### config.mk
export PLATFORM = sky130hd
export DESIGN_NAME = tec_xlate_error
export DESIGN_NICKNAME = d
export VERILOG_FILES = /design/src/tec_pkg.sv /design/src/tec_xlate_error.sv
export SDC_FILE = /design/constraint.sdc
export NUM_CORES = 1
export LEC_CHECK = 0
export ABC_CLOCK_PERIOD_IN_PS = 11500
export BUFFER_PORTS_ARGS = -buffer_cell sky130_fd_sc_hd__buf_4
export CAP_MARGIN = 25
export CELL_PAD_IN_SITES_DETAIL_PLACEMENT = 0
export CELL_PAD_IN_SITES_GLOBAL_PLACEMENT = 1
export CORE_AREA = 2 2 244 246
export DETAILED_ROUTE_END_ITERATION = 16
export DIE_AREA = 0 0 246 248
export GPL_TIMING_DRIVEN = 1
export PLACE_DENSITY = 0.59
export SLEW_MARGIN = 10
export SYNTH_ARGS = -nofsm -noshare
export SYNTH_HDL_FRONTEND = slang
export SYNTH_SLANG_ARGS = --single-unit
### constraint.sdc
create_clock -name clk -period 11.5 [get_ports clk]
set_input_delay 0.575 -clock clk [delete_from_list [all_inputs] [get_ports clk]]
set_output_delay 0.575 -clock clk [all_outputs]
set_load 0.05 [all_outputs]
### src/tec_pkg.sv
// Shared constants and types for the translation error and bypass block
package tec_pkg;
	// Array sizes, address width and counter width
	localparam int PA_WIDTH      = 41;
	localparam int SMALL_ENTRIES = 16;
	localparam int BIG_ENTRIES   = 64;
	localparam int CNT_WIDTH     = 16;
	// Register map, byte offsets on the bus, and bus encodings
	localparam int               ADDR_BITS = 8;
	localparam logic [7:0]       OFS_CTRL  = 8'h00;
	localparam logic [7:0]       OFS_STAT  = 8'h04;
	localparam logic [7:0]       OFS_REPR  = 8'h08;
	localparam logic [7:0]       OFS_INVL  = 8'h0C;
	localparam int               CTRL_XLATE_BIT = 0;
	localparam int               STAT_FATAL_BIT = 0;
	localparam logic             CTRL_RESET     = 1'h0;
	localparam logic [1:0]       HTRANS_NONSEQ  = 2'h2;
	localparam logic             HRESP_OKAY     = 1'h0;

	// Entry attribute bits
	typedef struct packed {
		logic invertEndianAttr;
		logic privilegedAttr;
		logic writableAttr;
		logic nonfaultOnlyAttr;
		logic cacheableVirtualAttr;
		logic cacheablePhysicalAttr;
		logic sideEffectAttr;
	} tecAttr_type;

	// Attributes used while data translation is off
	localparam tecAttr_type BYPASS_ATTR = '{1'h0, 1'h0, 1'h1, 1'h0, 1'h0, 1'h0, 1'h1};

	typedef enum logic [3:0] {
		TRAP_NONE        = 4'h0,
		FETCH_XLATE_MISS = 4'h1,
		DATA_XLATE_MISS  = 4'h2,
		FETCH_ACC_ERR    = 4'h3,
		DATA_ACC_ERR     = 4'h4,
		VEC_PAGE_CROSS   = 4'h5,
		DATA_ACC_EXC     = 4'h6,
		PHYS_ADDR_WATCH  = 4'h7,
		WRITE_PROT       = 4'h8
	} tecTrap_type;

	// One lookup from the pipeline, with the array read-out
	typedef struct packed {
		logic                valid;
		logic                isFetch;
		logic                discard;
		logic                vecBasic;
		logic                isPrefetch;
		logic                isNonFault;
		logic                accessExc;
		logic                physWatch;
		logic                writeProt;
		logic                extMiss;
		logic [PA_WIDTH-1:0] va;
		logic [PA_WIDTH-1:0] smallPa;
		logic [PA_WIDTH-1:0] bigPa;
		tecAttr_type         smallAttr;
		tecAttr_type         bigAttr;
	} tecLookup_type;

	// Answer to the pipeline, one cycle after the lookup
	typedef struct packed {
		logic                valid;
		tecTrap_type         trap;
		logic [PA_WIDTH-1:0] pa;
		tecAttr_type         attr;
		logic                memReq;
		logic                prefetchDone;
	} tecResult_type;
endpackage

### src/tec_xlate_error.sv
// Translation error handling, bypass attributes and register slave
//
// Decided for this implementation: the placing of the registers and register access over AHB-Lite.
`timescale 1ns/1ps

// Notes on behaviour
// - Small array multiple hit: access error
// - Big array multiple hit invalidates, unreported
// - Parity: invalidate big, repair small, silently
// - Traps in order; fixes even when speculative
// - Big parity only: invalidate, miss trap
// - Big multiple hit: invalidate all, miss
// - Both parity: repair small, invalidate big
// - Hit in both arrays: use big
// - Big parity plus multi: invalidate all involved
// - Small parity, big multi: repair, invalidate
// - Big parity, small multi: invalidate, error
// - Small parity and multi: repair, error
// - Two small copies; unrepairable error fatal
// - Basic part kills extended entry: page-cross
// - Invalidation leaves other exceptions unchanged
// - Multiple hit suppresses content-based exceptions
// - Physical address is 41 bits
// - No data cache control register
// - Bypass uses fixed attribute set
// - Bypass prefetch completes without memory access
// - Bypass nonfaulting load: data access exception
module tec_xlate_error #(
	parameter int SMALL = tec_pkg::SMALL_ENTRIES,
	parameter int BIG   = tec_pkg::BIG_ENTRIES
) (
	input  wire logic                  clk,
	input  wire logic                  rst,
	input  wire tec_pkg::tecLookup_type lookup,
	input  wire logic [SMALL-1:0]      smallHit,
	input  wire logic [SMALL-1:0]      smallPerr,
	input  wire logic [SMALL-1:0]      smallCopyBad,
	input  wire logic [BIG-1:0]        bigHit,
	input  wire logic [BIG-1:0]        bigPerr,
	input  wire logic [BIG-1:0]        extNeed,
	output tec_pkg::tecResult_type     result,
	output logic [BIG-1:0]             bigInvalidate,
	output logic [SMALL-1:0]           smallRepair,
	output logic                       fatalError,
	input  wire logic                  hsel,
	input  wire logic [31:0]           haddr,
	input  wire logic [1:0]            htrans,
	input  wire logic                  hwrite,
	input  wire logic [2:0]            hsize,
	input  wire logic [31:0]           hwdata,
	input  wire logic                  hready,
	output logic                       hreadyout,
	output logic [31:0]                hrdata,
	output logic                       hresp
);
	typedef struct packed {
		logic                           xlateEn;
		logic                           fatal;
		logic [tec_pkg::CNT_WIDTH-1:0]  repairs;
		logic [tec_pkg::CNT_WIDTH-1:0]  invals;
		logic                           dataSel;
		logic                           dataWrite;
		logic [tec_pkg::ADDR_BITS-1:0]  dataAddr;
		logic [31:0]                    rdata;
		tec_pkg::tecResult_type         res;
		logic [BIG-1:0]                 inval;
		logic [SMALL-1:0]               repair;
	} tecState_type;

	tecState_type s;
	tecState_type n;

	logic             bypass;
	logic             translated;
	logic             bigMulti;
	logic             smallMulti;
	logic             bigOne;
	logic             smallAny;
	logic             useBig;
	logic             useSmall;
	logic             accErr;
	logic             missTrap;
	logic             multiSeen;
	logic             pageCross;
	logic             fatalNow;
	logic [BIG-1:0]   bigGood;
	logic [BIG-1:0]   invalNow;
	logic [SMALL-1:0] repairNow;
	logic             addrOk;
	logic             wrCtrl;
	logic             wrStat;
	logic             wrRepr;
	logic             wrInvl;

	// Bypass covers data accesses only; fetches always translate
	assign bypass     = lookup.valid & ~lookup.isFetch & ~s.xlateEn;
	assign translated = lookup.valid & ~bypass;

	// More than one bit set: v & (v-1) is nonzero
	assign bigMulti   = |(bigHit & (bigHit - 1'b1));
	assign smallMulti = |(smallHit & (smallHit - 1'b1));
	assign bigGood    = bigHit & ~bigPerr;
	assign bigOne     = |bigGood & ~bigMulti;
	assign smallAny   = |smallHit;

	assign useBig   = translated & bigOne;
	assign useSmall = translated & ~bigOne & smallAny & ~smallMulti;
	assign accErr   = translated & ~bigOne & smallMulti;
	assign missTrap = translated & ~bigOne & ~smallAny;
	assign multiSeen = translated & (bigMulti | (smallMulti & ~bigOne));

	assign invalNow = translated ? (bigPerr | (bigMulti ? bigHit : '0)) : '0;
	assign repairNow = translated ? (smallPerr & ~smallCopyBad) : '0;
	assign fatalNow  = translated & |(smallPerr & smallCopyBad);

	assign pageCross = lookup.vecBasic & (|(invalNow & extNeed) | lookup.extMiss);

	// Register decode; only aligned word offsets are mapped
	assign addrOk = hsel & hready & htrans[1];
	assign wrCtrl = s.dataSel & s.dataWrite & (s.dataAddr == tec_pkg::OFS_CTRL);
	assign wrStat = s.dataSel & s.dataWrite & (s.dataAddr == tec_pkg::OFS_STAT);
	assign wrRepr = s.dataSel & s.dataWrite & (s.dataAddr == tec_pkg::OFS_REPR);
	assign wrInvl = s.dataSel & s.dataWrite & (s.dataAddr == tec_pkg::OFS_INVL);

	// Next state: registers, bus and lookup answer
	always_comb
	begin
		n = s;
		if (wrCtrl)
			n.xlateEn = hwdata[tec_pkg::CTRL_XLATE_BIT];
		// Set wins over a same-cycle clear
		n.fatal = (s.fatal & ~(wrStat & hwdata[tec_pkg::STAT_FATAL_BIT])) | fatalNow;
		if (wrRepr)
			n.repairs = '0;
		if (|repairNow)
			n.repairs = n.repairs + 1'b1;
		if (wrInvl)
			n.invals = '0;
		if (|invalNow)
			n.invals = n.invals + 1'b1;

		// fixes act even on discarded lookups
		n.inval  = invalNow;
		n.repair = repairNow;

		n.res.valid        = lookup.valid;
		n.res.trap         = tec_pkg::TRAP_NONE;
		n.res.memReq       = 1'b0;
		n.res.prefetchDone = 1'b0;
		n.res.pa   = useBig ? lookup.bigPa : (useSmall ? lookup.smallPa : lookup.va);
		n.res.attr = useBig ? lookup.bigAttr : lookup.smallAttr;
		if (bypass)
		begin
			n.res.attr = tec_pkg::BYPASS_ATTR;
			n.res.pa   = lookup.va;
			if (lookup.isNonFault & ~lookup.isPrefetch)
				n.res.trap = tec_pkg::DATA_ACC_EXC;
			else if (lookup.accessExc)
				n.res.trap = tec_pkg::DATA_ACC_EXC;
		end
		else if (accErr)
			n.res.trap = lookup.isFetch ? tec_pkg::FETCH_ACC_ERR : tec_pkg::DATA_ACC_ERR;
		else if (missTrap)
			n.res.trap = lookup.isFetch ? tec_pkg::FETCH_XLATE_MISS : tec_pkg::DATA_XLATE_MISS;
		else if (multiSeen)
			n.res.trap = tec_pkg::TRAP_NONE;
		else if (pageCross)
			n.res.trap = tec_pkg::VEC_PAGE_CROSS;
		else if (lookup.accessExc)
			n.res.trap = tec_pkg::DATA_ACC_EXC;
		else if (lookup.physWatch)
			n.res.trap = tec_pkg::PHYS_ADDR_WATCH;
		else if (lookup.writeProt)
			n.res.trap = tec_pkg::WRITE_PROT;
		// Squashed lookups never trap, so order stays with commit
		if (lookup.discard | ~lookup.valid)
			n.res.trap = tec_pkg::TRAP_NONE;
		n.res.prefetchDone = bypass & lookup.isPrefetch & ~lookup.discard;
		n.res.memReq = lookup.valid & ~lookup.discard & (n.res.trap == tec_pkg::TRAP_NONE)
			& ~(bypass & lookup.isPrefetch);

		// Capture address phase; read data built from updated values
		n.dataSel   = addrOk;
		n.dataWrite = hwrite;
		n.dataAddr  = haddr[tec_pkg::ADDR_BITS-1:0];
		n.rdata     = '0;
		if (addrOk & ~hwrite)
		begin
			unique case (haddr[tec_pkg::ADDR_BITS-1:0])
				tec_pkg::OFS_CTRL: n.rdata[tec_pkg::CTRL_XLATE_BIT] = n.xlateEn;
				tec_pkg::OFS_STAT: n.rdata[tec_pkg::STAT_FATAL_BIT] = n.fatal;
				tec_pkg::OFS_REPR: n.rdata[tec_pkg::CNT_WIDTH-1:0] = n.repairs;
				tec_pkg::OFS_INVL: n.rdata[tec_pkg::CNT_WIDTH-1:0] = n.invals;
				default:           n.rdata = '0;
			endcase
		end
	end

	// State register; reset loads constants only
	always_ff @(posedge clk or posedge rst)
	begin
		if (rst)
		begin
			s         <= '0;
			s.xlateEn <= tec_pkg::CTRL_RESET;
		end
		else
			s <= n;
	end

	// Outputs; slave never inserts wait states
	assign result        = s.res;
	assign bigInvalidate = s.inval;
	assign smallRepair   = s.repair;
	assign fatalError    = s.fatal;
	assign hreadyout     = 1'b1;
	assign hrdata        = s.rdata;
	assign hresp         = tec_pkg::HRESP_OKAY;
endmodule

# Word-level counts from Yosys, hierarchy flattened
# Cells that the tools add are included.
# word_totals
out_inout_bits	170
ff_bits	211
in_bits	461
# classes
n_reduce_logical	11
n_mux	28
bitwise	56
add_sub_neg	4
n_eq_ne	6
# ops
operator	n
$reduce_or A64 Y1	4
$and A64 B64 Y64	3
$mux W64	2
$mux W16	6
$mux W41	2
$not A64 Y64	1
$or A64 B64 Y64	1
$reduce_or A16 Y1	4
$sub A64 B1 Y64 const B	1
$and A16 B16 Y16	3
$mux W48	1
$mux W4	10
$add A16 B1 Y16 const B	2
$eq A8 B4 Y1 const B	4
$and A1 B1 Y1	30
$pmux W15 S2	1
$eq A8 B3 Y1 const B	2
$logic_not A8 Y1	2
$not A16 Y16	1
$sub A16 B1 Y16 const B	1
$not A1 Y1	13
$mux W7	1
$mux W3	2
$logic_not A4 Y1	1
4 further kinds	7

# Depth between registers and ports, before layout
# Gate-level depths: netlist of the first run.
# depth
depth_word	19
mapped_depth	15

# Worst setup path before layout of the first run
# OpenSTA, ideal clock, no wires.
# synth_timing
path_kind	input-to-reg
start	input port bigHit[4]
end	register s (netlist bit result[1])
path_stages	12
setup_slack_ns	7.203
path_buffers	1
arrival_ns	4.172
setup_time_ns	0.125
cell_sequence	or4_1 or4_1 or3_1 maj3_2 nand3b_1 or4_1 or4_1 buf_2 o31ai_4 o221ai_2 a21oi_2 nor4_2
# synth_lines
item	line_no	rtl
start: declaration	tec_xlate_error.sv:38	input wire logic [BIG-1:0] bigHit,
end signal: assignment	tec_xlate_error.sv:208	s <= n;
end: declaration	tec_xlate_error.sv:70	tecState_type s;

==> results_dict.tcl, run 1 <==
set metrics [dict create \
    power.share.sequential 0.394 \
    cts_setup_buffers 0 \
    power.internal_uw 1220 \
    cpMostUsedCell "buf_4" \
    final_nets 2174 \
    grt_max_degree 83 \
    path_delay_family "simple AND/OR/NAND/NOR gates" \
    clock_sinks 195 \
    synthTopCellsByArea "dfrtp_1, buf_4, nor2_1" \
    cp.arrival_ns 6.66 \
    worstPathRequired_ns 11.89 \
    dr_wl_met2_um 32000 \
    numCtsBuffers 17 \
    outcome "finished clean" \
    finalHoldViolCount 0 \
    top_layer_used "met5" \
    drt-met1-wl_um 28500 \
    synth_top_area_share 0.422 \
    p_sw_frac 0.369 \
    synth_edf_count 0 \
    drc 0 \
    cap_violations 0 \
    clk_pin_slew_worst_paths_ns 0.09 \
    p_per_area_mw_per_mm2 121 \
    yosysUniqueCellTypes 68 \
    die-area_mm2 0.0610 \
    synthCells 1321 \
    rows 89 \
    ant_nets 0 \
    insertion_delay_ns 0.50 \
    synth_ff_type "dfrtp_1" \
    max_freq_mhz 160 \
    setup.worst_path.start_class "input pin" \
    comb_power_share 0.276 \
    first_global_vias 11993 \
    p_switching_uw 714 \
    dr.first_iter.drc_count 1267 \
    dr_wl_met3_um 6650 \
    htreeDepth 4 \
    place_congestion 1.01 \
    clk_path_buf_depth 2 \
    synth_common_cells "nor2_1, dfrtp_1, buf_4" \
    postCtsHoldBufs 0 \
    pin_count 631 \
    grt_usage 0.222 \
    crit_buf_inv 4 \
    synth_most_common_cell "nor2_1" \
    worstSetupPathType "input pin to flip-flop" \
    dp.final_hpwl_um 56400 \
    start_util 0.198 \
    ir_worst_vdd_mv 0.121 \
    seq_area_frac_synth 0.422 \
    post-route-period-util 0.545 \
    period_minus_slack_ns 6.26 \
    syn_avg_cell_area_um2 8.75 \
    yosysTopAreaCell "dfrtp_1" \
    coreArea_mm2 0.0585 \
    setup_viol 0 \
    crit_slowest_cell "or4_2" \
    grt_first_pass_wirelength_um 93600 \
    fin_skew_ns 0.0116 \
    async_reset_ff_frac 1.00 \
    pwr-share-clk 0.329 \
    drive_gt1_frac 0.361 \
    critical_path.cell_chain "buf_4 -> or4_1 -> or4_1 -> or3_1 -> nand4b_1 -> a2111oi_0 -> o2111ai_1 -> or4_2 -> buf_4 -> o211ai_4 -> buf_4 -> nand2_1 -> buf_4 -> nor2_1 -> nor2_1" \
    tightest_slew_ns 0.912 \
    synth-seq-cells 195 \
    root_buffer "clkbuf_16" \
    crit_path_max_incr_delay_ns 0.96 \
    die_h_um 248 \
    slew_violations 0 \
    syn-cell-area_mm2 0.0116 \
    cts_repair_resize_count 0 \
    worstSetupPathDepth 15 \
    syn_to_final_growth_pct 38.8 \
    antenna_found_initial 4 \
    slew_headroom 0.387 \
    leakagePower_uw 0.00754 \
    utilization 0.274 \
    tns_ns 0 \
    wl_um 69300 \
    path_max_fanout 52 \
    wire_per_inst_um 27.8 \
    grt_setup_unrepaired "false" \
    first_pass_iters 8 \
    rr_worst_depth 10 \
    cts_tree "yes" \
    placement.io_buffers 553 \
    routed_via_density 4.84 \
    end_kind "flip-flop" \
    gr-total-overflow 0 \
    synth-warning-count 0 \
    hp-class "input pin to async pin" \
    vias 12083 \
    fp.dieW_um 246 \
]
area by class of cell:
cell class / count / area (um^2)
multi-input cells: 844 / 5000
inverters: 86 / 330
well taps: 773 / 967
clock buffers: 17 / 425
clock inverters: 15 / 183
diodes: 1 / 2.50
flip-flops and latches: 195 / 4880
repair buffers: 567 / 4250
fillers: 6338 / 42400
through the flow:
stage	std cells	worst slack [ns]	instance area, um^2	total power [uW]	hold slack (ns)
3_3_place_gp	2464	4.96	15400	1300	0.526
2_1_floorplan	1337	5.61	11600	1050	0.499
6_report	2498	5.24	16000	1940	0.142
3_5_place_dp	2464	4.82	15400	1300	0.552
4_1_cts	2496	5.36	16000	1960	0.140
5_1_grt	2498	5.13	16000	2020	0.149
cells in the final DEF, fill, tap and decap left out, types with 27 or more instances in the layout:
master    instances
buf_4           566
nor2_1          210
dfrtp_1         195
inv_1            85
a21oi_1          81
o22ai_1          72
nand3_1          36
nand2_1          34
nand4_1          34
nor4_1           32
a22oi_1          30
o21ai_0          27
a221oi_1         27
registers in the layout (all words and copies together), names as in the netlist:
name,count
s,43
bigInvalidate,64
hrdata,16
result,55
smallRepair,16
fatalError,1
power groups by stage:
stage	clock network, uW	registers (uW)	logic [uW]
after floorplan	0	765	285
after global placement	0	776	527
after detailed placement	0	777	527
after CTS	664	765	529
after global routing	688	770	561
final	638	764	535
per-layer routing:
layer	up-vias	track usage
met5	-	0
met4	2	0.0786
met3	119	0.0694
met2	743	0.360
met1	5847	0.277
li1	5372	-
cell families after synthesis:
group                      share of synthesized area
DFF                                            0.422
other                                       0.000650
buffers and inverters                          0.153
and+or+nand+nor                                0.199
muxes                                        0.00660
AOI/OAI and AO/OA                              0.189
xor gates and xnor gates                      0.0220
adders and majority gates                    0.00747
final timing paths:
check / from / end / slack (ns)
max reg2reg: s[210] / hrdata[11] / 7.89
max in group asynchronous: rst / bigInvalidate[16] / 10.06
min in group clk: haddr[4] / s[171] / 0.18
min reg2reg: fatalError / fatalError / 0.56
min: rst / s[171] / 0.14
max: bigHit[4] / result[16] / 5.24
Power figures use the tool's default switching activity.
==> run 2: changes to the inputs <==
ABC_CLOCK_PERIOD_IN_PS = 5500   (was 11500)
CORE_AREA = 2 2 249 251   (was 2 2 244 246)
DIE_AREA = 0 0 251 253   (was 0 0 246 248)
clock period = 5.5 ns   (was 11.5 ns; I/O delays follow)
==> run 2 against run 1 <==
  * Global-route usage shrank 1.6 points
  * Cell count grew 4.6%
  * Routed wire length shrank 3.5%
  * Worst hold slack got worse by 0.10 ns
  * Via count is 3.5% higher
  * Critical path depth fell by 2
  * Register-to-register slack got worse by 6.0 ns
  * Design area increased by 6.5%
  * First-iteration DRC count fell by 15%
  * Setup slack got worse by 4.7 ns
  * Combinational power rose by 110%
  * Critical path type unchanged
  * Critical endpoint is now result[28]
==> results_dict.tcl, run 2 (synthesis gave the netlist of run 1 again) <==
set metrics [dict create \
    outcome "finished clean" \
    place_congestion 0.999 \
    grt_setup_unrepaired "false" \
    clk_path_buf_depth 2 \
    syn_to_final_growth_pct 47.8 \
    dp_cells 2486 \
    leakagePower_uw 0.00799 \
    path_delay_family "simple AND/OR/NAND/NOR gates" \
    slew_headroom 0.378 \
    antenna_found_initial 1 \
    clk_pin_slew_worst_paths_ns 0.09 \
    vias 12510 \
    die_h_um 253 \
    cap_violations 0 \
    rows 91 \
    crit_slowest_cell "or4_2" \
    pin_count 631 \
    layout_common_cells "buf_4, nor2_1, dfrtp_1" \
    cpMostUsedCell "or4_1" \
    ant_nets 0 \
    max_freq_mhz 200 \
    worstSetupPathType "input pin to flip-flop" \
    r2r-start "s[172]" \
    first_global_vias 12957 \
    end_kind "flip-flop" \
    startpoint "bigHit[4]" \
    final_common_cell "buf_4" \
    clock_sinks 195 \
    start_util 0.189 \
    rr_worst_depth 9 \
    post-route-period-util 0.908 \
    ir_worst_vdd_mv 0.247 \
    dr.first_iter.drc_count 1081 \
    path_max_fanout 41 \
    p_per_area_mw_per_mm2 242 \
    numCtsBuffers 17 \
    cts_repair_resize_count 0 \
    setup_viol 0 \
    finalHoldViolCount 0 \
    worst-r2r-setup-slack_ns 1.90 \
    first_pass_iters 5 \
    final_nets 2273 \
    dp.final_hpwl_um 53400 \
    r2r-end "hrdata[8]" \
    wl_um 66900 \
    wire_per_inst_um 25.6 \
    cts_tree "yes" \
    drc 0 \
    min_path_cells 3 \
    period_minus_slack_ns 4.99 \
    drive_gt1_frac 0.344 \
    hp-class "input pin to flip-flop" \
    tightest_slew_ns 0.931 \
    grt_usage 0.206 \
    worstPathRequired_ns 5.93 \
    coreArea_mm2 0.0610 \
    worstSetupPathDepth 13 \
    crit_buf_inv 3 \
    htreeDepth 4 \
    slew_violations 0 \
    placement.io_buffers 553 \
    grt_first_pass_wirelength_um 92800 \
    fp.dieW_um 251 \
    crit_end "result[28]" \
    finalNonFillerCells 2614 \
    die-area_mm2 0.0635 \
    tns_ns 0 \
    routed_via_density 4.79 \
    fin_skew_ns 0.0123 \
    root_buffer "clkbuf_16" \
    critical_path.cell_chain "buf_4 -> or4_1 -> or4_1 -> or3_1 -> maj3_2 -> nand3b_1 -> or4_1 -> or4_2 -> o211ai_4 -> buf_4 -> o22ai_1 -> nor2_1 -> dlygate4sd3_1" \
    grt_max_degree 155 \
    setup.worst_path.start_class "input pin" \
    gr-total-overflow 0 \
    insertion_delay_ns 0.50 \
    crit_path_max_incr_delay_ns 0.67 \
    largest_reg_flops 64 \
    cp.arrival_ns 5.42 \
]
## run 2: cell count changes in the layout (fill, tap and decap cells not counted)
cell | previous run | this run
buf_12 | 0 | 2
buf_4 | 566 | 569
bufinv_16 | 0 | 1
clkbuf_2 | 1 | 0
clkinv_2 | 1 | 2
clkinv_4 | 1 | 0
clkinv_8 | 6 | 4
clkinvlp_4 | 2 | 1
dlygate4sd3_1 | 0 | 95
inv_12 | 1 | 2
inv_6 | 2 | 3
## run 2: worst min-delay path by stage
| stage | start | end | slack [ns] |
|---|---|---|---|
| finish | lookup[98] | result[11] | 0.04 |
| global route | lookup[98] | result[11] | 0.01 |
| CTS | lookup[22] | result[17] | 0.001 |
| detailed placement | haddr[4] | s[171] | 0.40 |
| global placement | haddr[4] | s[171] | 0.40 |
| floorplan | lookup[146] | result[54] | 0.31 |
## run 2: power breakdown
part           total (uW)  switching (uW)  internal (uW)
combinational        1150             702            452
sequential           1590            58.6           1530
clock                1390             727            663
## run 2: worst register-to-register path: cells and delay by family, from the launching register on
| kind | cells | cell delay [ns] |
|---|---|---|
| adder cells (fa/ha/maj) | 1 | 0.32 |
| AO/OA/AOI/OAI | 2 | 0.32 |
| flip-flops | 1 | 0.36 |
| AND/OR/NAND/NOR | 6 | 2.49 |
## run 2: routing by layer
metal | GRT usage | wire length, um | part of all wire | up-vias
li1 | - | - | - | 5576
met1 | 0.258 | 27400 | 0.41 | 6110
met2 | 0.335 | 31400 | 0.47 | 710
met3 | 0.0586 | 5900 | 0.088 | 114
met4 | 0.0772 | 2220 | 0.033 | 0
met5 | 0 | 0 | 0 | -
## run 2: metrics by stage
| step | utilization | hold slack (ns) | setup slack [ns] | area (um^2) | total power (uW) |
|---|---|---|---|---|---|
| final | 0.280 | 0.0369 | 0.507 | 17100 | 4130 |
| after global routing | 0.280 | 0.0107 | 0.329 | 17100 | 4330 |
| after CTS | 0.280 | 0.00112 | 0.644 | 17100 | 4200 |
| after detailed placement | 0.254 | 0.397 | 0.360 | 15500 | 2710 |
| after global placement | 0.254 | 0.396 | 0.396 | 15500 | 2700 |
| after floorplan | - | 0.306 | 1.50 | 11600 | 2200 |
## run 2: repair_timing
action                                 4_1_cts  5_1_grt
endpoints found under the hold margin      110        0
hold buffers                                95        0
setup buffers                                0        0
## run 2: final cells by class
cell class	instances	area [um^2]
Sequential cell	195	4880
Clock buffer	17	425
Antenna cell	1	2.50
Timing Repair Buffer	666	5260
Inverter	86	327
Clock inverter	15	198
Multi-Input combinational cell	844	5000
Tap cell	790	988
Fill cell	6581	43900
==> run 3: changes to the inputs <==
PLACE_DENSITY = 0.65   (was 0.59)
==> run 3 against run 2 <==
  * Critical path depth rose by 2
  * Clock power barely moved
  * Routed wire length fell by 0.36%
  * Maximum frequency rose by 0.88%
  * Highest routed layer is now met5
==> results_dict.tcl, run 3 (synthesis gave the netlist of run 1 again) <==
set metrics [dict create \
    slew_violations 0 \
    tns_ns 0 \
    dp_cells 2488 \
    final_common_cell "buf_4" \
    dr_wl_met3_um 7360 \
    max_freq_mhz 202 \
    root_buffer "clkbuf_16" \
    top_layer_used "met5" \
    drt-met1-wl_um 25900 \
    syn_to_final_growth_pct 49.5 \
    coreArea_mm2 0.0610 \
    leakagePower_uw 0.00807 \
    cts_setup_buffers 0 \
    critical_path.cell_chain "buf_4 -> or4_1 -> or4_1 -> buf_4 -> o41ai_1 -> o2111ai_1 -> a2111oi_0 -> o2111ai_1 -> or4_2 -> o211ai_4 -> nand2_1 -> buf_12 -> nor2_1 -> nor2_1 -> dlygate4sd3_1" \
    htreeDepth 4 \
    end_kind "flip-flop" \
    drc 0 \
    utilization 0.283 \
    layout_common_cells "buf_4, nor2_1, dfrtp_1" \
    fin_skew_ns 0.0163 \
    tightest_slew_ns 1.00 \
    dr_wl_met2_um 30400 \
    setup.worst_path.start_class "input pin" \
    p_per_area_mw_per_mm2 241 \
    min_path_cells 3 \
    dp.final_hpwl_um 53900 \
    cts_tree "yes" \
    post-route-period-util 0.900 \
    grt_max_degree 126 \
    worstSetupPathType "input pin to flip-flop" \
    slew_headroom 0.330 \
    cap_violations 0 \
    pin_count 631 \
    start_util 0.189 \
    p_switching_uw 1540 \
    die_h_um 253 \
    vias 12727 \
    numCtsBuffers 17 \
    ant_nets 0 \
    worstPathRequired_ns 5.90 \
    routed_via_density 4.84 \
    outcome "finished clean" \
    fillers 6610 \
    insertion_delay_ns 0.51 \
    comb_power_share 0.280 \
    first_pass_iters 9 \
    largest_reg_flops 64 \
    gr-total-overflow 0 \
    grt_setup_unrepaired "false" \
    ir_worst_vdd_mv 0.258 \
    wire_per_inst_um 25.3 \
    fp.dieW_um 251 \
    hp-class "input pin to flip-flop" \
    place_congestion 1.02 \
    dr.first_iter.drc_count 1307 \
    power.internal_uw 2630 \
    path_max_fanout 36 \
    grt_usage 0.205 \
    period_minus_slack_ns 4.95 \
    finalHoldViolCount 0 \
    cp.arrival_ns 5.35 \
    power.share.sequential 0.382 \
    die-area_mm2 0.0635 \
    cts_repair_resize_count 0 \
    clk_path_buf_depth 2 \
    drive_gt1_frac 0.342 \
    wl_um 66700 \
    crit_slowest_cell "or4_2" \
    p_sw_frac 0.369 \
    clock_sinks 195 \
    setup_viol 0 \
    rows 91 \
    antenna_found_initial 5 \
    clk_pin_slew_worst_paths_ns 0.09 \
    placement.io_buffers 553 \
    rr_worst_depth 9 \
    final_nets 2290 \
    finalNonFillerCells 2631 \
    grt_first_pass_wirelength_um 91900 \
    first_global_vias 12847 \
    pwr-share-clk 0.339 \
    crit_path_max_incr_delay_ns 0.93 \
]
==> run 3: per-stage QoR <==
step / total power [uW] / instance area, um^2 / hold WS [ns] / setup WS [ns]
6_report: 4170 / 17300 / 0.0392 / 0.551
5_1_grt: 4340 / 17300 / 0.0105 / 0.354
4_1_cts: 4200 / 17300 / 0.000239 / 0.644
3_5_place_dp: 2710 / 15500 / 0.368 / 0.569
3_3_place_gp: 2700 / 15500 / 0.367 / 0.540
2_1_floorplan: 2200 / 11600 / 0.306 / 1.50
==> run 3: timing repair <==
action | 4_1_cts | 5_1_grt
setup endpoints to repair | 0 | 0
hold buffers | 110 | 0
endpoints found under the hold margin | 95 | 0
==> run 3: critical path: cells and delay by family <==
kind	cells	cell delay (ns)
compound gates	5	1.49
simple gates	6	2.42
buf+inv	4	1.14
==> run 3: power groups by stage <==
stage / Clock, uW / Sequential [uW] / Combinational, uW
final: 1410 / 1590 / 1170
after global routing: 1510 / 1600 / 1230
after CTS: 1460 / 1590 / 1150
after detailed placement: 0 / 1620 / 1090
after global placement: 0 / 1610 / 1090
after floorplan: 0 / 1600 / 595
==> run 3: per-layer routing <==
metal / global-route usage / vias up
li1: - / 5602
met1: 0.242 / 6127
met2: 0.324 / 822
met3: 0.0842 / 170
met4: 0.0969 / 6
met5: 0 / -
==> run 3: path summary, 6_finish.rpt <==
kind	startpoint	endpoint	slack (ns)
min in group asynchronous	rst	bigInvalidate[3]	0.37
max reg2reg	s[172]	hrdata[8]	1.64
min	lookup[106]	result[19]	0.04
max	bigHit[4]	result[27]	0.55
max in group asynchronous	rst	s[177]	3.96
min reg2reg	s[192]	s[192]	0.56
==> run 3: cell type report <==
| class | count | area, um^2 | share of cell area |
|---|---|---|---|
| timing repair buffer | 683 | 5440 | 0.315 |
| multi-input combinational | 844 | 5000 | 0.290 |
| sequential | 195 | 4880 | 0.282 |
| tap | 790 | 988 | 0.0572 |
| clock buffer | 17 | 425 | 0.0246 |
| inverter | 86 | 327 | 0.0189 |
| clock inverter | 15 | 210 | 0.0122 |
| antenna | 1 | 2.50 | 0.000145 |
